==> config.mk <==
export PLATFORM = sky130hd
export DESIGN_NAME = aarm_readback_mux
export DESIGN_NICKNAME = d
export VERILOG_FILES = /design/src/logic/aarm_seq_ptr.sv /design/src/logic/aarm_readback_mux.sv
export SDC_FILE = /design/constraint.sdc
export NUM_CORES = 1
export LEC_CHECK = 0
export BUFFER_PORTS_ARGS = -buffer_cell sky130_fd_sc_hd__buf_4
export CAP_MARGIN = 20
export CELL_PAD_IN_SITES_DETAIL_PLACEMENT = 0
export CELL_PAD_IN_SITES_GLOBAL_PLACEMENT = 1
export CORE_AREA = 3 3 201 203
export DETAILED_ROUTE_END_ITERATION = 12
export DIE_AREA = 0 0 204 206
export PLACE_DENSITY = 0.58
export SYNTH_ARGS = -nofsm -noshare
export SYNTH_HDL_FRONTEND = slang
export SYNTH_HIERARCHICAL = 1
export SYNTH_SLANG_ARGS = --single-unit
==> constraint.sdc <==
create_clock -name MCLK -period 4.67 [get_ports MCLK]
set_input_delay 0.934 -clock MCLK [delete_from_list [all_inputs] [get_ports MCLK]]
set_output_delay 0.934 -clock MCLK [all_outputs]
set_load 0.05 [all_outputs]
==> src/logic/aarm_seq_ptr.sv <==
// Purpose: Read-sequence pointer package and per-port step counter for alternate access read-back
// Assumes: One clock, synchronous active-high reset
// Notes:   The package shares port addresses and sequence lengths with the main module
//==============================================================================
// Shared constants
//==============================================================================
package aarm_pkg;
	localparam logic [15:0] AARM_PORT_DMA_LO_CMD = 16'h0008;
	localparam logic [15:0] AARM_PORT_DMA_HI_CMD = 16'h00d0;
	localparam logic [15:0] AARM_PORT_PIC        = 16'h0020;
	localparam logic [15:0] AARM_PORT_TMR0       = 16'h0040;
	localparam logic [15:0] AARM_PORT_TMR1       = 16'h0041;
	localparam logic [15:0] AARM_PORT_TMR2       = 16'h0042;
	localparam logic [15:0] AARM_PORT_RTC_INDEX  = 16'h0070;
	localparam logic [15:0] AARM_PORT_DMA_LO_LAST = 16'h0007;
	localparam logic [15:0] AARM_PORT_DMA_HI_FIRST = 16'h00c4;
	localparam logic [15:0] AARM_PORT_DMA_HI_LAST = 16'h00ce;
	localparam logic [15:0] AARM_PORT_DMA_HI_STEP = 16'h0002;
	localparam int AARM_DMA_PORTS     = 14;
	localparam int AARM_DMA_LO_PORTS  = 8;
	localparam int AARM_LEN_DMA_BASE  = 2;
	localparam int AARM_LEN_DMA_STAT  = 6;
	localparam int AARM_LEN_PIC       = 12;
	localparam int AARM_LEN_TMR       = 7;
	localparam logic [7:0] AARM_DMA_CMD_MASK = 8'hd4;
	localparam logic [7:0] AARM_RD_DATA_RST  = 8'h00;
endpackage

`timescale 1ns/1ns

//==============================================================================
// Step counter: cleared on mode entry, advances per read, wraps after LEN
//==============================================================================
module aarm_seq_ptr #(
	parameter int LEN = 2
) (
	input  wire logic                   clk,
	input  wire logic                   rst,
	input  wire logic                   clear,
	input  wire logic                   step,
	output logic [$clog2(LEN)-1:0]      ptr
);
	localparam logic [$clog2(LEN)-1:0] LAST = ($clog2(LEN))'(LEN - 1);

	// A one-entry sequence would give a zero-width pointer
	generate
		if (LEN < 2) begin : g_len_check
			$error("aarm_seq_ptr: LEN must be at least 2");
		end
	endgenerate

	always_ff @(posedge clk) begin
		if (rst || clear)
			ptr <= '0; // [RL14]
		else if (step)
			ptr <= (ptr == LAST) ? '0 : ptr + 1'b1; // [RL2] [RL14]
	end
endmodule // aarm_seq_ptr

==> src/logic/aarm_readback_mux.sv <==
// Purpose: Alternate access read-back of shadowed write-only legacy registers
// Assumes: IO_RD and IO_ADDR come from logic on MCLK; shadow values are held elsewhere
// Notes:   RD_CLAIM marks a read answered here; when low the normal read path answers
//
// Summary of operation
// RL1: In alternate access mode, reads return stored values of write-only registers.
// RL2: Multi-register ports pick the register by read ordinal, one step per read.
// RL3: DMA channel 0-3 base address/count ports: two reads, low then high byte.
// RL4: DMA channel 5-7 base address/count ports: two reads, low then high byte.
// RL5: Port 08h: six reads, command, request, modes 0-3 with channel in bits 1:0.
// RL6: Port D0h: six reads, command, request, modes 4-7 with 00..11 in bits 1:0.
// RL7: Port 20h: twelve reads, master init/operation words, then slave ones.
// RL8: Port 40h: seven reads, timer 0 status, then base counts of timers 0-2.
// RL9: Ports 41h and 42h: one read each, timer status bits 5:0.
// RL10: Port 70h: one read, NMI enable in bit 7, RTC index in bits 6:0.
// RL11: Software reads each interrupt mask word before enabling the mode.
// RL12: DMA command read-backs force bits 5, 3, 1 and 0 to zero.
// RL13: Mode exists to save write-only registers around a power-down.
// RL14: Pointers clear on mode entry and wrap after the last access.
// RL15: Outside the mode, reads behave normally and pointers hold still.
`timescale 1ns/1ns

module aarm_readback_mux
	import aarm_pkg::*;
(
	input  wire logic         MCLK,
	input  wire logic         RESET,
	input  wire logic         ALT_MODE,
	input  wire logic         IO_RD,
	input  wire logic [15:0]  IO_ADDR,
	input  wire logic [111:0] DMA_BASE_ADDR,
	input  wire logic [111:0] DMA_BASE_COUNT,
	input  wire logic [7:0]   DMA_LO_CMD,
	input  wire logic [7:0]   DMA_LO_REQ,
	input  wire logic [7:0]   DMA_HI_CMD,
	input  wire logic [7:0]   DMA_HI_REQ,
	input  wire logic [31:0]  DMA_LO_MODE,
	input  wire logic [31:0]  DMA_HI_MODE,
	input  wire logic [15:0]  PIC_INIT_WORD_TWO,
	input  wire logic [15:0]  PIC_INIT_WORD_THREE,
	input  wire logic [15:0]  PIC_INIT_WORD_FOUR,
	input  wire logic [15:0]  PIC_INTERRUPT_MASK_WORD,
	input  wire logic [15:0]  PIC_OPERATION_WORD_TWO,
	input  wire logic [15:0]  PIC_OPERATION_WORD_THREE,
	input  wire logic [17:0]  TMR_STATUS,
	input  wire logic [47:0]  TMR_BASE_COUNT,
	input  wire logic         NMI_ENABLE,
	input  wire logic [6:0]   RTC_INDEX,
	output logic              RD_CLAIM,
	output logic [7:0]        RD_DATA
);
	//==========================================================================
	// Mode entry detection
	//==========================================================================
	logic alt_q;
	logic entry;
	logic rd_alt;

	always_ff @(posedge MCLK) begin
		if (RESET)
			alt_q <= 1'b0;
		else
			alt_q <= ALT_MODE;
	end

	assign entry  = ALT_MODE & ~alt_q;
	// Pointers move only on reads taken in the mode
	assign rd_alt = IO_RD & ALT_MODE; // [RL15]

	//==========================================================================
	// Two-read DMA base ports: 00h-07h then C4h-CEh
	//==========================================================================
	logic [AARM_DMA_PORTS-1:0] dma_hit;
	logic [AARM_DMA_PORTS-1:0] dma_ptr;

	genvar g;
	generate
		for (g = 0; g < AARM_DMA_PORTS; g++) begin : g_dma
			localparam logic [15:0] PORT = (g < AARM_DMA_LO_PORTS) ? 16'(g) :
				16'(AARM_PORT_DMA_HI_FIRST + AARM_PORT_DMA_HI_STEP * (g - AARM_DMA_LO_PORTS));
			assign dma_hit[g] = rd_alt && (IO_ADDR == PORT);
			aarm_seq_ptr #(.LEN(AARM_LEN_DMA_BASE)) u_ptr (
				.clk   (MCLK),
				.rst   (RESET),
				.clear (entry),
				.step  (dma_hit[g]), // [RL3] [RL4]
				.ptr   (dma_ptr[g:g])
			);
		end
	endgenerate

	//==========================================================================
	// Multi-read status ports
	//==========================================================================
	logic [2:0] lo_ptr;
	logic [2:0] hi_ptr;
	logic [3:0] pic_ptr;
	logic [2:0] tmr_ptr;

	aarm_seq_ptr #(.LEN(AARM_LEN_DMA_STAT)) u_lo_ptr (
		.clk   (MCLK),
		.rst   (RESET),
		.clear (entry),
		.step  (rd_alt && (IO_ADDR == AARM_PORT_DMA_LO_CMD)), // [RL5]
		.ptr   (lo_ptr)
	);
	aarm_seq_ptr #(.LEN(AARM_LEN_DMA_STAT)) u_hi_ptr (
		.clk   (MCLK),
		.rst   (RESET),
		.clear (entry),
		.step  (rd_alt && (IO_ADDR == AARM_PORT_DMA_HI_CMD)), // [RL6]
		.ptr   (hi_ptr)
	);
	aarm_seq_ptr #(.LEN(AARM_LEN_PIC)) u_pic_ptr (
		.clk   (MCLK),
		.rst   (RESET),
		.clear (entry),
		.step  (rd_alt && (IO_ADDR == AARM_PORT_PIC)), // [RL7]
		.ptr   (pic_ptr)
	);
	aarm_seq_ptr #(.LEN(AARM_LEN_TMR)) u_tmr_ptr (
		.clk   (MCLK),
		.rst   (RESET),
		.clear (entry),
		.step  (rd_alt && (IO_ADDR == AARM_PORT_TMR0)), // [RL8]
		.ptr   (tmr_ptr)
	);

	//==========================================================================
	// Read-back selection
	//==========================================================================
	function automatic logic [7:0] dma_stat(
		input logic [2:0]  ptr,
		input logic [7:0]  cmd,
		input logic [7:0]  req,
		input logic [31:0] mode
	);
		logic [7:0] m;
		// Steps 2..5 map to channel bytes 0..3
		m = mode[8*(2'(ptr - 3'h2)) +: 8];
		case (ptr)
			3'h0:    dma_stat = cmd & AARM_DMA_CMD_MASK; // [RL12]
			3'h1:    dma_stat = req;
			// Channel number replaces the mode's low bits
			default: dma_stat = {m[7:2], 2'(ptr - 3'h2)}; // [RL5] [RL6]
		endcase
	endfunction

	// Reads of the interrupt mask word before the mode are software's duty;
	// here the shadow is simply returned in its place in the sequence. [RL11]
	function automatic logic [7:0] pic_word(input logic [3:0] ptr);
		logic       slave;
		logic [2:0] idx;
		slave = (ptr > 4'h5);
		idx   = slave ? 3'(ptr - 4'h6) : ptr[2:0];
		case (idx)
			3'h0:    pic_word = PIC_INIT_WORD_TWO[8*slave +: 8];
			3'h1:    pic_word = PIC_INIT_WORD_THREE[8*slave +: 8];
			3'h2:    pic_word = PIC_INIT_WORD_FOUR[8*slave +: 8];
			3'h3:    pic_word = PIC_INTERRUPT_MASK_WORD[8*slave +: 8];
			3'h4:    pic_word = PIC_OPERATION_WORD_TWO[8*slave +: 8];
			default: pic_word = PIC_OPERATION_WORD_THREE[8*slave +: 8];
		endcase
	endfunction

	logic       next_claim;
	logic [7:0] next_data;
	logic [2:0] dch;
	logic [3:0] didx;
	logic [15:0] dword;
	logic [2:0] tsel;

	always_comb begin
		next_claim = 1'b0;
		next_data  = AARM_RD_DATA_RST;
		dch        = 3'h0;
		didx       = 4'h0;
		dword      = 16'h0000;
		tsel       = 3'(tmr_ptr - 3'h1) >> 1;
		if (IO_ADDR <= AARM_PORT_DMA_LO_LAST) begin
			dch  = {1'b0, IO_ADDR[2:1]};
			didx = {1'b0, IO_ADDR[2:0]};
			dword = IO_ADDR[0] ? DMA_BASE_COUNT[16*dch +: 16] : DMA_BASE_ADDR[16*dch +: 16];
			next_data  = dma_ptr[didx] ? dword[15:8] : dword[7:0]; // [RL3]
			next_claim = 1'b1;
		end else if (IO_ADDR >= AARM_PORT_DMA_HI_FIRST && IO_ADDR <= AARM_PORT_DMA_HI_LAST &&
			!IO_ADDR[0]) begin
			dch  = 3'({1'b0, IO_ADDR[3:2]} + 3'h3);
			didx = 4'(4'(AARM_DMA_LO_PORTS) + {1'b0, IO_ADDR[3:1]} - 4'h2);
			dword = IO_ADDR[1] ? DMA_BASE_COUNT[16*dch +: 16] : DMA_BASE_ADDR[16*dch +: 16];
			next_data  = dma_ptr[didx] ? dword[15:8] : dword[7:0]; // [RL4]
			next_claim = 1'b1;
		end else begin
			next_claim = 1'b1;
			case (IO_ADDR)
				AARM_PORT_DMA_LO_CMD: next_data = dma_stat(lo_ptr, DMA_LO_CMD, DMA_LO_REQ, DMA_LO_MODE);
				AARM_PORT_DMA_HI_CMD: next_data = dma_stat(hi_ptr, DMA_HI_CMD, DMA_HI_REQ, DMA_HI_MODE);
				AARM_PORT_PIC:        next_data = pic_word(pic_ptr); // [RL7]
				AARM_PORT_TMR0: begin
					if (tmr_ptr == 3'h0)
						next_data = {2'b00, TMR_STATUS[5:0]}; // [RL8]
					else begin
						dword     = TMR_BASE_COUNT[16*tsel +: 16];
						next_data = tmr_ptr[0] ? dword[7:0] : dword[15:8]; // [RL8]
					end
				end
				AARM_PORT_TMR1:       next_data = {2'b00, TMR_STATUS[11:6]}; // [RL9]
				AARM_PORT_TMR2:       next_data = {2'b00, TMR_STATUS[17:12]}; // [RL9]
				AARM_PORT_RTC_INDEX:  next_data = {NMI_ENABLE, RTC_INDEX}; // [RL10]
				default:              next_claim = 1'b0;
			endcase
		end
	end

	//==========================================================================
	// Answer register: one cycle after the read strobe
	//==========================================================================
	// Claim only in the mode; otherwise the normal decode owns the port
	always_ff @(posedge MCLK) begin
		if (RESET) begin
			RD_CLAIM <= 1'b0;
			RD_DATA  <= AARM_RD_DATA_RST;
		end else begin
			RD_CLAIM <= rd_alt & next_claim; // [RL1] [RL13] [RL15]
			if (rd_alt && next_claim)
				RD_DATA <= next_data; // [RL1] [RL2]
		end
	end
endmodule // aarm_readback_mux

### Word level (Yosys, flattened, before mapping)

Index checks and enable logic that the tools add are counted.

| word-level totals | value |
|---|---|
| register bits | 37 |
| bits in latches | 0 |
| bits in writable memories | 0 |
| bits in read-only memories | 0 |
| output and inout port bits | 9 |
| logic and storage cells | 166 |
| memories kept | 0 |

| operators by class | value |
|---|---|
| add/subtract/negate cells | 25 |
| multipliers | 0 |
| divide/modulo/power cells | 0 |
| order comparisons | 6 |
| equality and inequality tests | 30 |
| shift-type cells | 13 |
| muxes and demuxes | 38 |
| bitwise logic cells | 4 |
| reduce and logical (&&, ||, !) cells | 29 |

Operators with widths:

| kind | number |
|---|---|
| $shiftx A112 B7 Y16 | 2 |
| $shiftx A112 B8 Y16 | 2 |
| $eq A16 B8 Y1 const B | 7 |
| $shiftx A16 B5 Y8 | 6 |
| $eq A16 B3 Y1 const B | 4 |
| $eq A16 B7 Y1 const B | 4 |
| $shiftx A32 B6 Y8 | 2 |
| $pmux W8 S7 | 1 |
| $mux W8 | 6 |
| $shiftx A48 B7 Y16 | 1 |
| $pmux W8 S5 | 1 |
| $eq A16 B2 Y1 const B | 2 |
| $mux W16 | 2 |
| $pmux W8 S2 | 2 |
| $logic_and A1 B1 Y1 | 21 |
| $mux W1 | 19 |
| $eq A16 B1 Y1 const B | 1 |
| $eq A16 B4 Y1 const B | 1 |
| $eq A16 B6 Y1 const B | 1 |
| $ge A16 B8 Y1 const B | 1 |
| $le A16 B3 Y1 const B | 1 |
| $le A16 B8 Y1 const B | 1 |
| $logic_not A16 Y1 | 1 |
| $add A1 B1 Y1 const B | 14 |
| other kinds (25) | 42 |

### Longest topological paths before layout

Gate-level depths: netlist of the first run.

| logic depth | value |
|---|---|
| depth after elaboration | 7 |
| mapped depth | 13 |

### Hierarchy

Netlist of the first run, hierarchy kept.

Modules (own cells, without submodules):

| module | times used | cells each | area each (um^2) |
|---|---|---|---|
| aarm_readback_mux | 1 | 631 | 5,651.7 |
| aarm_seq_ptr at g_dma[0].u_ptr ... | 14 | 3 | 38.8 |
| aarm_seq_ptr at u_hi_ptr ... | 2 | 12 | 130.1 |
| aarm_seq_ptr at u_pic_ptr | 1 | 19 | 182.7 |
| aarm_seq_ptr at u_tmr_ptr | 1 | 13 | 132.6 |

### Least setup slack after synthesis of the first run

Ideal clock, no wire load.

| timing | value |
|---|---|
| kind | input port to flip-flop |
| start point | in IO_ADDR[3] |
| end point | reg RD_DATA[1] |
| library setup time | 0.117 ns |
| arrival time | 3.524 ns |
| required time | 4.553 ns |
| path slack | 1.028 ns |
| stages | 12 |
| buffers on the path | 3 |
| cells stage by stage | buf_2 -> inv_1 -> clkbuf_1 -> ha_1 -> o32ai_1 -> a31oi_1 -> mux2i_1 -> buf_4 -> mux2i_1 -> mux2i_1 -> a211o_1 -> a32o_1 |

| on the way | value |
|---|---|
| word-level cells in the longest chain between the ends | 7 |
| elaborated cells between the ends (all ways) | 29 |

Ends and longest elaborated chain:

| what | line | text |
|---|---|---|
| start: declaration | aarm_readback_mux.sv:30 | `input wire logic [15:0] IO_ADDR,` |
| $add A4 B3 Y4 | aarm_readback_mux.sv:189 | `didx = 4'(4'(AARM_DMA_LO_PORTS) + {1'b0, IO_ADDR[3:1]} - 4'h2);` |
| $sub A4 B2 Y4 | aarm_readback_mux.sv:189 |  |
| $bmux W1 S4 | aarm_readback_mux.sv:191 | `next_data = dma_ptr[didx] ? dword[15:8] : dword[7:0];` |
| $mux W1 (not written as such) | aarm_readback_mux.sv:191 |  |
| $mux W8 | aarm_readback_mux.sv:191 |  |
| $mux W8 | aarm_readback_mux.sv:186 | `end else if (IO_ADDR >= AARM_PORT_DMA_HI_FIRST && IO_ADDR <= AARM_PORT_DMA_HI_LAST &&` |
| $mux W8 | aarm_readback_mux.sv:180 | `if (IO_ADDR <= AARM_PORT_DMA_LO_LAST) begin` |
| end signal: assignment | aarm_readback_mux.sv:226 | `RD_DATA <= next_data;` |
| end: declaration | aarm_readback_mux.sv:50 | `output logic [7:0] RD_DATA` |

Several ways; a longest one is shown, not always the timed one. The select of a mux whose other input is x is not followed.
A chain may end at the register's enable or synchronous reset.

### Worst setup path in the final report of the first run

| timing | value |
|---|---|
| start point | in IO_ADDR[2] |
| end point | reg RD_DATA[5] |

The elaborated chain is that of the path after synthesis.

==> results of run 1 <==
-- critical path, stage by stage --
cell and delay [ps]:
sky130_fd_sc_hd__buf_4 270, sky130_fd_sc_hd__inv_2 190, sky130_fd_sc_hd__ha_1 280, sky130_fd_sc_hd__and3b_1 200, sky130_fd_sc_hd__nand4_1 280, sky130_fd_sc_hd__nor3_1 70, sky130_fd_sc_hd__a2111oi_0 700, sky130_fd_sc_hd__buf_4 230
sky130_fd_sc_hd__o311ai_1 160, sky130_fd_sc_hd__nor3_1 300, sky130_fd_sc_hd__nand2_1 90, sky130_fd_sc_hd__a32o_1 240
-- final cells by class --
type                    count  area share, %
multi-input cells         621           51.0
inverters                  10          0.336
clock inverters             3          0.224
diodes                      2         0.0448
flip-flops and latches     37           6.64
repair buffers            515           34.8
clock buffers               5           1.12
well taps                 518           5.80
-- sequential cells by signal, summed over array words and instances (netlist names) --
register         cells
g_dma.u_ptr/ptr     14
u_lo_ptr/ptr         3
alt_q                1
RD_CLAIM             1
u_pic_ptr/ptr        4
RD_DATA              8
u_tmr_ptr/ptr        3
u_hi_ptr/ptr         3
-- metrics by stage --
step                      hold WS (ps)  util [%]  instance area (um2)  worst slack, ps  power, mW
final                              473      28.9                11200              891       1.31
after global routing               502      28.9                11200              671       1.39
after floorplan                    494         -                 6770             1030      0.560
after CTS                          476      28.9                11200              811       1.34
after global placement             454      28.5                11000              569      0.964
after detailed placement           460      28.5                11000              498      0.970
-- cell usage in the layout (no fill, tap or decap), types with 8 or more instances in the layout --
master,count
sky130_fd_sc_hd__a22oi_1,12
sky130_fd_sc_hd__xnor2_1,18
sky130_fd_sc_hd__mux2i_1,59
sky130_fd_sc_hd__mux2_2,11
sky130_fd_sc_hd__nor2_1,58
sky130_fd_sc_hd__nor3_1,27
sky130_fd_sc_hd__nand2_1,48
sky130_fd_sc_hd__nor2b_1,12
sky130_fd_sc_hd__nand2b_1,20
sky130_fd_sc_hd__o21ai_0,25
sky130_fd_sc_hd__dfxtp_1,36
sky130_fd_sc_hd__a32o_1,8
sky130_fd_sc_hd__inv_1,9
sky130_fd_sc_hd__a21oi_1,45
sky130_fd_sc_hd__nand3_1,21
sky130_fd_sc_hd__mux4_2,91
sky130_fd_sc_hd__o211ai_1,14
sky130_fd_sc_hd__buf_4,513
sky130_fd_sc_hd__nor3_2,14
sky130_fd_sc_hd__a211oi_1,11
sky130_fd_sc_hd__ha_1,8
-- power by group through the flow --
stage	Clock, mW	Sequential (mW)	Combinational (mW)
after floorplan	0	0.323	0.237
after global placement	0	0.323	0.641
after detailed placement	0	0.323	0.647
after CTS	0.376	0.316	0.649
after global routing	0.387	0.316	0.684
final	0.360	0.316	0.639
-- per-layer routing --
metal | wire length (um) | vias up
met1 | 15400 | 3930
met2 | 21100 | 341
li1 | - | 3849
met5 | 0 | -
met4 | 413 | 0
met3 | 2630 | 12
-- logic make-up after synthesis --
| logic type | count (synthesis) |
|---|---|
| flip-flops | 37 |
| buffers and inverters | 71 |
| multiplexers | 163 |
| adder cells (fa/ha/maj) | 8 |
| AND/OR/NAND/NOR | 245 |
| AO/OA/AOI/OAI | 185 |
| XOR/XNOR | 20 |
-- Yosys cell counts, drive strengths merged (13+ instances only) --
| library cell | n |
|---|---|
| nor2b | 13 |
| buf | 34 |
| xnor2 | 18 |
| a21oi | 45 |
| nand2b | 20 |
| nor2 | 60 |
| o211ai | 14 |
| nand3 | 21 |
| dfxtp | 37 |
| clkbuf | 27 |
| nor3 | 41 |
| mux2i | 61 |
| mux4 | 91 |
| o21ai | 26 |
| nand2 | 48 |
-- worst paths after layout --
path                          from          to  slack [ps]  cells after the start
setup / recovery        IO_ADDR[2]  RD_DATA[5]         890                     12
hold / removal          RD_DATA[6]  RD_DATA[6]         470                      1
setup reg to reg  u_tmr_ptr/ptr[0]  RD_DATA[2]        1350                     11
hold reg to reg         RD_DATA[6]  RD_DATA[6]         470                      1
==> qor.txt, run 1 <==
Startpoint kind of the worst setup timing path: input port
Number of core rows: 72
Total leakage power: 4.61 nW
Busiest layer in global routing: met2
Storage element area: 742 um2
Peak supply drop: 0.136 mV
Width of the die: 204 um
Class of the most critical setup path: in2reg
First-pass detailed-route iteration total: 4
Number of buffers created by CTS: 5
Number of clock sinks seen by CTS: 37
Final number of setup-violating endpoints: 0
Multiplexer share of the synthesized area: 41.1%
Via count of the first global-routing pass: 8607
Pin slew with the least headroom to its limit: 1010 ps
CP Data Arrival Time: 3970 ps
Core box area: 38600 um2
Total length of routed wires: 39500 um
Sw frac: 29.0%
Total Nets Final: 1708
Fmax: 0.265 GHz
Synthesized area per cell: 9.29 um2
Routed vias: 8132
Largest clock skew in the final design: 14.2 ps
Area of the multi-input gates: 5710 um2
Final std cells w/o fill: 1711
Cell-internal power: 0.933 mW
Required time reported for the critical path endpoint: 4860 ps
Outcome: completed
Layout overhead on the synthesized area: 65.1%
Number of instances resized during post-cts repair: 0
Highest fanout seen on the critical path: 16
Largest net degree at the start of global routing: 48
Fraction of the cycle the final worst path needs: 80.9%
Starting density of the core: 17.5%
Cells after DPL: 1701
Post-synthesis xor/xnor area fraction: 2.59%
Number of buffers on the longest clock path: 2
Number of distinct standard cells referenced by the synthesized netlist: 69
Combinational share of power: 48.6%
Antenna Nets Post-Route: 0
H-tree levels: 2
Clock network fraction of total power: 27.4%
Unrepaired setup endpoints after global routing: false
Number of buffers inserted to repair setup after CTS: 0
Mean routed wirelength per cell: 23.1 um
Number of enable flip-flop cells after synthesis: 0
Main area contributors after synthesis: sky130_fd_sc_hd__mux4_2, sky130_fd_sc_hd__dfxtp_1, sky130_fd_sc_hd__mux2i_1
Clock tree from TritonCTS: yes
Async set-reset flop share out of synthesis: 0%
Number of violations of the max-capacitance limit: 0
Final Max Tran Viols: 0
Fraction of layout instances using a drive strength above 1: 55.2%
Global-route wire length before repair: 55600 um
Met2 global-route usage: 33.5%
Count of warnings emitted by yosys: 6
Met1 Use GR: 20.8%
Pwr Density: 118 nW/um2
Max_slew headroom: 31.0%
IO Pins: 519
Dominant register cell in the synthesized netlist: sky130_fd_sc_hd__dfxtp_1
Clock-pin slew on the worst setup and hold paths: 60 ps
#FFs+latches synth: 37
Switching power of the nets: 0.382 mW
Count of hold buffers inserted by post-cts repair: 0
Number of antenna violations at the first check in global routing: 2
IO Port Bufs: 494
Endpoints failing hold: 0
Compound-Gate Fraction of Synth Area: 19.0%
DRT iter0 DRCs: 474
Portion of the post-synthesis area used by sequential elements: 10.9%
Die Footprint: 42000 um2
Synthesized Nets: 1247
Basic-gate share of the synthesized area counting and, or, nand and nor cells: 19.9%
Filler Cells Inserted: 4190
Crit path capture type: flop
Shortest clock period the worst path allows after layout: 3780 ps
Clk Latency, worst-skew pair: 300 ps
RD Place Congestion: 0.830
Average via count per standard cell: 4.75
Class of the tightest hold or removal check: reg2reg
Total routing resource utilization after global routing: 17.7%
Setup TNS: 0 ps
Biggest area consumer among synthesized cells: sky130_fd_sc_hd__mux4_2
Final HPWL DP: 33900 um
Met3 Use GR: 3.59%
Adder-cell area share of the yosys netlist: 1.48%
Die boundary height: 206 um
Main combinational cell family by area after synthesis: multiplexers
Buffer type at the clock tree root: sky130_fd_sc_hd__clkbuf_16
Remaining global-route overflow: 0
Share of the synthesized area in the top cell type: 30.3%
Sequential group share of total power: 24.0%
Instance count of the mapped netlist: 729
Drc violations: 0
Post-Syn Area: 6770 um2
Power figures use the tool's default switching activity.
==> run 2, diff against run 1 <==
--- a/config.mk
+++ b/config.mk
@@ -5,14 +5,15 @@
 export SDC_FILE = /design/constraint.sdc
 export NUM_CORES = 1
 export LEC_CHECK = 0
+export ABC_AREA = 1
 export BUFFER_PORTS_ARGS = -buffer_cell sky130_fd_sc_hd__buf_4
 export CAP_MARGIN = 20
 export CELL_PAD_IN_SITES_DETAIL_PLACEMENT = 0
 export CELL_PAD_IN_SITES_GLOBAL_PLACEMENT = 1
-export CORE_AREA = 3 3 201 203
+export CORE_AREA = 3 3 202 204
 export DETAILED_ROUTE_END_ITERATION = 12
-export DIE_AREA = 0 0 204 206
-export PLACE_DENSITY = 0.58
+export DIE_AREA = 0 0 205 207
+export PLACE_DENSITY = 0.68
 export SYNTH_ARGS = -nofsm -noshare
 export SYNTH_HDL_FRONTEND = slang
 export SYNTH_HIERARCHICAL = 1
==> constraint.sdc (replaced) <==
create_clock -name MCLK -period 3.7 [get_ports MCLK]
set_input_delay 0.74 -clock MCLK [delete_from_list [all_inputs] [get_ports MCLK]]
set_output_delay 0.74 -clock MCLK [all_outputs]
set_load 0.05 [all_outputs]
==> run 2 against run 1 <==
Against the previous run: core utilization up 1.2 points; global-route usage up 2.5 points; register-to-register slack worse by 500 ps; via count increased by 43%; design area rose by 6.2%; clock power increased by 49%; critical endpoint is now RD_DATA[3]; total power grew 35%; hold slack got worse by 6.0 ps; sequential share of layout area decreased by 0.40 points; synthesized cell count grew 110%; worst setup slack got worse by 60 ps; combinational power grew 32%.
==> qor.txt, run 2 <==
Clk Latency, worst-skew pair: 290 ps (was 300 ps)
Drc violations: 0 (unchanged)
Pre-CTS worst setup slack: 580 ps (was 498 ps)
Depth of the most critical reg-to-reg path: 14 (was 11)
Placed standard-cell area: 11700 um2 (was 11000 um2)
Width of the die: 205 um (was 204 um)
Sequential group share of total power: 22.4% (was 24.0%)
CP Data Arrival Time: 3090 ps (was 3970 ps)
Combinational share of power: 47.4% (was 48.6%)
Global-route wire length before repair: 66900 um (was 55600 um)
Largest incremental delay on the critical path: 440 ps (was 700 ps)
Cells after DPL: 2488 (was 1701)
Starting density of the core: 19.1% (was 17.5%)
Buffer type at the clock tree root: sky130_fd_sc_hd__clkbuf_16 (unchanged)
Routed vias: 11667 (was 8132)
Number of buffers created by CTS: 5 (unchanged)
Post-Syn Area: 7540 um2 (was 6770 um2)
Endpoints failing hold: 0 (unchanged)
Cell Chain, Critical Path: buf_4 -> inv_1 -> ha_1 -> nand2_4 -> nor3_1 -> nand3_1 -> a21oi_1 -> nor2_1 -> nand2_1 -> nor2_1 -> nand3_1 -> nand2_1 -> a21oi_1 (was buf_4 -> inv_2 -> ha_1 -> and3b_1 -> nand4_1 -> nor3_1 -> a2111oi_0 -> buf_4 -> o311ai_1 -> nor3_1 -> nand2_1 -> a32o_1)
Shortest clock period the worst path allows after layout: 2870 ps
Largest net degree at the start of global routing: 89 (was 48)
Top flop regs: g_dma.u_ptr/ptr (14), RD_DATA (8), u_pic_ptr/ptr (4) (unchanged)
First-pass detailed-route iteration total: 5 (was 4)
Pwr Density: 150 nW/um2 (was 118 nW/um2)
Number of distinct standard cells referenced by the synthesized netlist: 43 (was 69)
Peak supply drop: 0.199 mV (was 0.136 mV)
Final HPWL DP: 37800 um (was 33900 um)
Filler Cells Inserted: 4638 (was 4190)
Sw frac: 33.4% (was 29.0%)
Cell-internal power: 1.18 mW (was 0.933 mW)
Highest fanout seen on the critical path: 16 (unchanged)
Highest-count cells in the layout ignoring fill and taps: sky130_fd_sc_hd__buf_4, sky130_fd_sc_hd__nand2_1, sky130_fd_sc_hd__nor2_1, sky130_fd_sc_hd__nand3_1, sky130_fd_sc_hd__inv_1 (was sky130_fd_sc_hd__buf_4, sky130_fd_sc_hd__mux4_2, sky130_fd_sc_hd__mux2i_1, sky130_fd_sc_hd__nor2_1, sky130_fd_sc_hd__nand2_1)
Final Max Tran Viols: 0 (unchanged)
Synthesized area per cell: 4.95 um2 (was 9.29 um2)
Fraction of layout instances using a drive strength above 1: 29.9% (was 55.2%)
Die Footprint: 42400 um2 (was 42000 um2)
Number of antenna violations at the first check in global routing: 1 (was 2)
Number of violations of the max-capacitance limit: 0 (unchanged)
Async set-reset flop share out of synthesis: 0% (unchanged)
Number of clock sinks seen by CTS: 37 (unchanged)
Portion of the post-synthesis area used by sequential elements: 9.83% (was 10.9%)
Number of enable flip-flop cells after synthesis: 0 (unchanged)
Required time reported for the critical path endpoint: 3920 ps (was 4860 ps)
Leading cell type in the layout, fill and taps excluded: sky130_fd_sc_hd__buf_4 (unchanged)
Dominant register cell in the synthesized netlist: sky130_fd_sc_hd__dfxtp_1 (unchanged)
Critical R2R Capture: RD_DATA[1] (was RD_DATA[2])
Clock network fraction of total power: 30.1% (was 27.4%)
Unrepaired setup endpoints after global routing: false (unchanged)
Crit path capture type: flop (unchanged)
Biggest area consumer among synthesized cells: sky130_fd_sc_hd__nand2_1 (was sky130_fd_sc_hd__mux4_2)
Average via count per standard cell: 4.67 (was 4.75)
Register name with the most flops: g_dma.u_ptr/ptr (unchanged)
Worst Path Buf+Inv: 2 (was 3)
Max_slew headroom: 42.2% (was 31.0%)
Startpoint kind of the worst setup timing path: input port (unchanged)
Layout overhead on the synthesized area: 57.6% (was 65.1%)
Main area contributors after synthesis: sky130_fd_sc_hd__nand2_1, sky130_fd_sc_hd__nand3_1, sky130_fd_sc_hd__nor2_1 (was sky130_fd_sc_hd__mux4_2, sky130_fd_sc_hd__dfxtp_1, sky130_fd_sc_hd__mux2i_1)
Count of hold buffers inserted by post-cts repair: 0 (unchanged)
Clock tree from TritonCTS: yes (unchanged)
Storage element area: 741 um2 (was 742 um2)
Clock-pin slew on the worst setup and hold paths: 60 ps (about the same)
Remaining global-route overflow: 0 (unchanged)
Setup TNS: 0 ps (unchanged)
Cell types with the highest counts after synthesis: sky130_fd_sc_hd__nand2_1, sky130_fd_sc_hd__nor2_1, sky130_fd_sc_hd__nand3_1 (was sky130_fd_sc_hd__mux4_2, sky130_fd_sc_hd__mux2i_1, sky130_fd_sc_hd__nor2_1)
Antenna Nets Post-Route: 0 (unchanged)
#FFs+latches synth: 37 (unchanged)
IO Port Bufs: 494 (unchanged)
Number of buffers on the longest clock path: 2 (unchanged)
Count of warnings emitted by yosys: 6 (unchanged)
RD Place Congestion: 0.881 (was 0.830)
H-tree levels: 2 (unchanged)
Switching power of the nets: 0.593 mW (was 0.382 mW)
Outcome: completed (unchanged)
Fraction of the cycle the final worst path needs: 77.6%
Largest clock skew in the final design: 4.99 ps (was 14.2 ps)
Total leakage power: 6.03 nW (was 4.61 nW)
Total length of routed wires: 46000 um (was 39500 um)
Final std cells w/o fill: 2496 (was 1711)
Total Nets Final: 2488 (was 1708)
Class of the tightest hold or removal check: reg2reg (unchanged)
Via count of the first global-routing pass: 11330 (was 8607)
Class of the most critical setup path: in2reg (unchanged)
Final number of setup-violating endpoints: 0 (unchanged)
Worst Hold Launch: RD_DATA[0] (was RD_DATA[6])
Die boundary height: 207 um (was 206 um)
Hold endpoint: RD_DATA[0] (was RD_DATA[6])
Synthesized Nets: 2042 (was 1247)
Pin slew with the least headroom to its limit: 863 ps (was 1010 ps)
Fmax: 0.348 GHz
Diodes inserted: 0 (was 2)
Number of instances resized during post-cts repair: 0 (unchanged)
DRT iter0 DRCs: 739 (was 474)
Mean routed wirelength per cell: 18.4 um (was 23.1 um)
Number of buffers inserted to repair setup after CTS: 0 (unchanged)
Post-route core utilization: 30.1% (was 28.9%)
Share of the synthesized area in the top cell type: 24.0% (was 30.3%)
Number of core rows: 73 (was 72)
Critical-path top delay cell: sky130_fd_sc_hd__a21oi_1 (was sky130_fd_sc_hd__a2111oi_0)
Finished Cell Area: 11900 um2 (was 11200 um2)
Cell with the most instances after synthesis: sky130_fd_sc_hd__nand2_1 (was sky130_fd_sc_hd__mux4_2)
Reg2Reg Setup Slack: 850 ps (was 1350 ps)
Core box area: 39500 um2 (was 38600 um2)
Instance count of the mapped netlist: 1524 (was 729)
Area of the multi-input gates: 5850 um2 (was 5710 um2)
Gate family responsible for the most delay along the worst path: simple AND/OR/NAND/NOR gates (was compound AO/OA/AOI/OAI gates)
Setup slack of the critical path after layout: 830 ps (was 891 ps)
IO Pins: 519 (unchanged)
Total routing resource utilization after global routing: 20.2% (was 17.7%)
Hold path cells: 2 (was 1)
R2r startpoint: u_tmr_ptr/ptr[0] (unchanged)
Largest register FFs: 14 (unchanged)
[run 2: changes by cell type after synthesis, sizes merged, moves of 44 or more]
cell,previous run,this run
mux4,91,0
inv,10,146
nand4,4,48
nor2,60,233
nand3,21,177
mux2i,61,2
a21oi,45,99
nand2,48,493
o21ai,26,115
[run 2: cell type report]
class	count	area share [%]
Inverter	148	4.68
Multi-Input combinational cell	1260	49.2
Clock inverter	2	0.316
Clock buffer	6	1.17
Sequential cell	37	6.24
Timing Repair Buffer	518	32.8
Tap cell	525	5.53
[run 2: logic make-up after synthesis]
family          after synthesis  synth area share [%]
flops                        37                  9.83
mux                           2                 0.266
compound gates              263                  19.0
fa+ha+maj                     8                  1.33
simple gates                987                  57.0
buf+inv                     227                  12.6
[run 2: worst max path at each step]
stage | startpoint | endpoint | cells after the start | slack (ps)
2_1_floorplan | IO_ADDR[2] | u_pic_ptr/ptr[3] | 15 | 700
3_3_place_gp | IO_ADDR[2] | u_pic_ptr/ptr[3] | 12 | 590
3_5_place_dp | IO_ADDR[2] | u_pic_ptr/ptr[3] | 12 | 580
4_1_cts | u_tmr_ptr/ptr[0] | RD_DATA[1] | 14 | 750
5_1_grt | u_tmr_ptr/ptr[0] | RD_DATA[1] | 14 | 480
6_report | IO_ADDR[2] | RD_DATA[3] | 13 | 830
[run 2: power by group through the flow]
| stage | clock [mW] | sequential (mW) | combinational, mW |
|---|---|---|---|
| floorplan | 0 | 0.408 | 0.311 |
| global placement | 0 | 0.408 | 0.842 |
| detailed placement | 0 | 0.408 | 0.846 |
| CTS | 0.565 | 0.399 | 0.849 |
| global route | 0.575 | 0.399 | 0.922 |
| finish | 0.535 | 0.399 | 0.843 |
[run 2: worst min-delay path, cell delays in order (launching register included)]
cell and delay (ps):
sky130_fd_sc_hd__dfxtp_1 310, sky130_fd_sc_hd__nand2_1 60, sky130_fd_sc_hd__a21oi_1 50
[run 2: metal layers]
metal  up-vias  track usage (%)  wire length (um)
met5         -                0                16
met4         2             5.04              1040
met2       501             35.5             22100
li1       5870                -                 -
met3        47             4.43              3860
met1      5247             24.9             19000
[run 2: metrics by stage]
step	hold slack, ps	power [mW]
detailed placement	457	1.25
floorplan	474	0.719
global placement	457	1.25
finish	467	1.78
CTS	468	1.81
global route	498	1.90
==> run 3, diff against run 2 <==
--- a/config.mk
+++ b/config.mk
@@ -5,15 +5,15 @@
 export SDC_FILE = /design/constraint.sdc
 export NUM_CORES = 1
 export LEC_CHECK = 0
-export ABC_AREA = 1
+export ABC_AREA = 0
 export BUFFER_PORTS_ARGS = -buffer_cell sky130_fd_sc_hd__buf_4
 export CAP_MARGIN = 20
 export CELL_PAD_IN_SITES_DETAIL_PLACEMENT = 0
 export CELL_PAD_IN_SITES_GLOBAL_PLACEMENT = 1
-export CORE_AREA = 3 3 202 204
+export CORE_AREA = 3 3 203 205
 export DETAILED_ROUTE_END_ITERATION = 12
-export DIE_AREA = 0 0 205 207
-export PLACE_DENSITY = 0.68
+export DIE_AREA = 0 0 206 208
+export PLACE_DENSITY = 0.59
 export SYNTH_ARGS = -nofsm -noshare
 export SYNTH_HDL_FRONTEND = slang
 export SYNTH_HIERARCHICAL = 1
==> constraint.sdc (replaced) <==
create_clock -name MCLK -period 2.5 [get_ports MCLK]
set_input_delay 0.5 -clock MCLK [delete_from_list [all_inputs] [get_ports MCLK]]
set_output_delay 0.5 -clock MCLK [all_outputs]
set_load 0.05 [all_outputs]
==> run 3 against run 2 <==
Against the previous run: the flow now finishes with violations (negative setup slack); register-to-register slack got worse by 850 ps; critical path depth fell by 4; global-route usage fell by 2.2 points; worst setup slack got worse by 830 ps; total power rose by 49%; non-clock buffer count rose by 118; design area rose by 6.0%; die area rose by 0.97%; largest power group unchanged.
==> qor.txt, run 3 (synthesized netlist as in run 1, its figures left out) <==
Met1 Use GR: 20.5% (was 24.9%)
Cells after DPL: 1816 (was 2488)
Total length of routed wires: 40600 um (was 46000 um)
IO Pins: 519 (unchanged)
Endpoints failing hold: 0 (unchanged)
Remaining global-route overflow: 0 (unchanged)
Highest fanout seen on the critical path: 2 (was 16)
Core box area: 39600 um2 (was 39500 um2)
Gate family responsible for the most delay along the worst path: compound AO/OA/AOI/OAI gates (was simple AND/OR/NAND/NOR gates)
Top flop regs: g_dma.u_ptr/ptr (14), RD_DATA (8), u_pic_ptr/ptr (4) (unchanged)
Number of core rows: 73 (unchanged)
IO Port Bufs: 494 (unchanged)
Drc violations: 0 (unchanged)
Clock-pin slew on the worst setup and hold paths: 70 ps (was 60 ps)
Met2 global-route usage: 34.2% (was 35.5%)
Total leakage power: 5.35 nW (was 6.03 nW)
Diodes inserted: 0 (unchanged)
Highest-count cells in the layout ignoring fill and taps: sky130_fd_sc_hd__buf_4, sky130_fd_sc_hd__mux4_2, sky130_fd_sc_hd__mux2i_1, sky130_fd_sc_hd__nor2_1, sky130_fd_sc_hd__nand2_1 (was sky130_fd_sc_hd__buf_4, sky130_fd_sc_hd__nand2_1, sky130_fd_sc_hd__nor2_1, sky130_fd_sc_hd__nand3_1, sky130_fd_sc_hd__inv_1)
Fraction of the cycle the final worst path needs: 100%
Startpoint kind of the worst setup timing path: flop (was input port)
Number of buffers created by CTS: 5 (unchanged)
Outcome: finished, violations left (was completed)
Leading cell type in the layout, fill and taps excluded: sky130_fd_sc_hd__buf_4 (unchanged)
Pwr Density: 211 nW/um2 (was 150 nW/um2)
Starting density of the core: 17.1% (was 19.1%)
DRT iter0 DRCs: 343 (was 739)
Peak supply drop: 0.238 mV (was 0.199 mV)
Final std cells w/o fill: 1837 (was 2496)
First-pass detailed-route iteration total: 4 (was 5)
Number of clock sinks seen by CTS: 37 (unchanged)
Largest register FFs: 14 (unchanged)
Crit path capture type: flop (unchanged)
Die boundary height: 208 um (was 207 um)
Failing checks: negative setup slack
Critical-path top delay cell: sky130_fd_sc_hd__mux4_2 (was sky130_fd_sc_hd__a21oi_1)
Post-route core utilization: 31.8% (was 30.1%)
Number of buffers on the longest clock path: 2 (unchanged)
Mean routed wirelength per cell: 22.1 um (was 18.4 um)
Max_slew headroom: 53.4% (was 42.2%)
Register name with the most flops: g_dma.u_ptr/ptr (unchanged)
Class of the most critical setup path: reg2reg (was in2reg)
Die Footprint: 42800 um2 (was 42400 um2)
Largest clock skew in the final design: 10.6 ps (was 4.99 ps)
Clk Latency, worst-skew pair: 300 ps (was 290 ps)
RD Place Congestion: 0.860 (was 0.881)
Worst hold margin: 433 ps (was 467 ps)
Pin slew with the least headroom to its limit: 690 ps (was 863 ps)
Worst Path Buf+Inv: 1 (was 2)
Cell Chain, Critical Path: inv_2 -> ha_4 -> xor2_4 -> mux4_2 -> a211oi_2 -> nor3_2 -> a211oi_2 -> o221ai_2 -> a32o_1 (was buf_4 -> inv_1 -> ha_1 -> nand2_4 -> nor3_1 -> nand3_1 -> a21oi_1 -> nor2_1 -> nand2_1 -> nor2_1 -> nand3_1 -> nand2_1 -> a21oi_1)
Fmax: 0.400 GHz
Pre-CTS worst setup slack: -627 ps (was 580 ps)
Number of violations of the max-capacitance limit: 0 (unchanged)
Total Nets Final: 1829 (was 2488)
Required time reported for the critical path endpoint: 2690 ps (was 3920 ps)
Final Max Tran Viols: 0 (unchanged)
Number of antenna violations at the first check in global routing: 1 (unchanged)
Width of the die: 206 um (was 205 um)
Clock tree from TritonCTS: yes (unchanged)
Setup slack of the critical path after layout: -1.18 ps (was 830 ps)
Cell occurring most often along the worst timing path: sky130_fd_sc_hd__a211oi_2
Largest net degree at the start of global routing: 27 (was 89)
Count of hold buffers inserted by post-cts repair: 0 (unchanged)
Final number of setup-violating endpoints: 1 (was 0)
Global-route wire length before repair: 58200 um (was 66900 um)
Layout overhead on the synthesized area: 86.0% (was 57.6%)
Via count of the first global-routing pass: 9226 (was 11330)
Buffer type at the clock tree root: sky130_fd_sc_hd__clkbuf_16 (unchanged)
Total routing resource utilization after global routing: 18.0% (was 20.2%)
Antenna Nets Post-Route: 0 (unchanged)
CP Data Arrival Time: 2690 ps (was 3090 ps)
Fraction of layout instances using a drive strength above 1: 63.3% (was 29.9%)
Unrepaired setup endpoints after global routing: true (was false)
Average via count per standard cell: 4.68 (was 4.67)
Largest incremental delay on the critical path: 570 ps (was 440 ps)
Final HPWL DP: 35500 um (was 37800 um)
Busiest layer in global routing: met2 (unchanged)
Class of the tightest hold or removal check: in2reg (was reg2reg)
Final total power: 2.65 mW (was 1.78 mW)
Met3 Use GR: 3.72% (was 4.43%)
Shortest clock period the worst path allows after layout: 2500 ps
Routed vias: 8600 (was 11667)
H-tree levels: 2 (unchanged)
## run 3: cell count changes in the layout (fill, tap and decap cells not counted), moves of 19 or more
cell                       change
sky130_fd_sc_hd__o21ai_0      -81
sky130_fd_sc_hd__nand4_1      -44
sky130_fd_sc_hd__mux4_2       +91
sky130_fd_sc_hd__buf_4        +99
sky130_fd_sc_hd__inv_1       -135
sky130_fd_sc_hd__nand2_1     -434
sky130_fd_sc_hd__nand3_1     -156
sky130_fd_sc_hd__a21oi_1      -54
sky130_fd_sc_hd__mux2i_1      +58
sky130_fd_sc_hd__nand2b_1     +19
sky130_fd_sc_hd__nor2_1      -156
## run 3: where the power goes
part | switching (mW) | internal, mW
clock network | 0.279 | 0.499
logic | 0.441 | 0.843
registers | 0.000310 | 0.589
total | 0.720 | 1.93
## run 3: routing by layer
| metal | up-vias | wire (um) |
|---|---|---|
| li1 | 4098 | - |
| met1 | 4131 | 15400 |
| met2 | 341 | 21500 |
| met3 | 28 | 2900 |
| met4 | 2 | 843 |
| met5 | - | 7 |
## run 3: worst paths after layout
path,startpoint,end,slack [ps],cells past startpoint
max,u_tmr_ptr/ptr[1],RD_DATA[2],-1,9
min reg2reg,RD_DATA[0],RD_DATA[0],470,1
min,ALT_MODE,alt_q,430,2
max reg2reg,u_tmr_ptr/ptr[1],RD_DATA[2],-1,9
## run 3: layout make-up
type                       count  area [um2]
fill                        4215       27100
multi-input combinational    621        6010
timing repair buffer         636        4950
sequential                    37         752
tap                          525         657
clock buffer                   6         139
inverter                      10        46.3
clock inverter                 2        37.5
## run 3: timing repair
| item | 4_1_cts | 5_1_grt |
|---|---|---|
| gates resized for setup | 31 | 35 |
| pin swaps | 15 | 20 |
| endpoints found under the setup margin | 7 | 12 |
| buffers inserted | 10 | 4 |
## run 3: per-stage QoR
stage / cell area, um2 / TNS (ps)
5_1_grt: 12600 / -122
3_5_place_dp: 12000 / -4970
2_1_floorplan: 6880 / -448
6_report: 12600 / -1.18
3_3_place_gp: 12000 / -4750
4_1_cts: 12400 / -144
## run 3: worst reg2reg max path, stage by stage, from the launching register on
cell and delay (ps):
sky130_fd_sc_hd__dfxtp_2 330, sky130_fd_sc_hd__inv_2 50, sky130_fd_sc_hd__ha_4 180, sky130_fd_sc_hd__xor2_4 210, sky130_fd_sc_hd__mux4_2 570, sky130_fd_sc_hd__a211oi_2 270
sky130_fd_sc_hd__nor3_2 100, sky130_fd_sc_hd__a211oi_2 310, sky130_fd_sc_hd__o221ai_2 150, sky130_fd_sc_hd__a32o_1 230
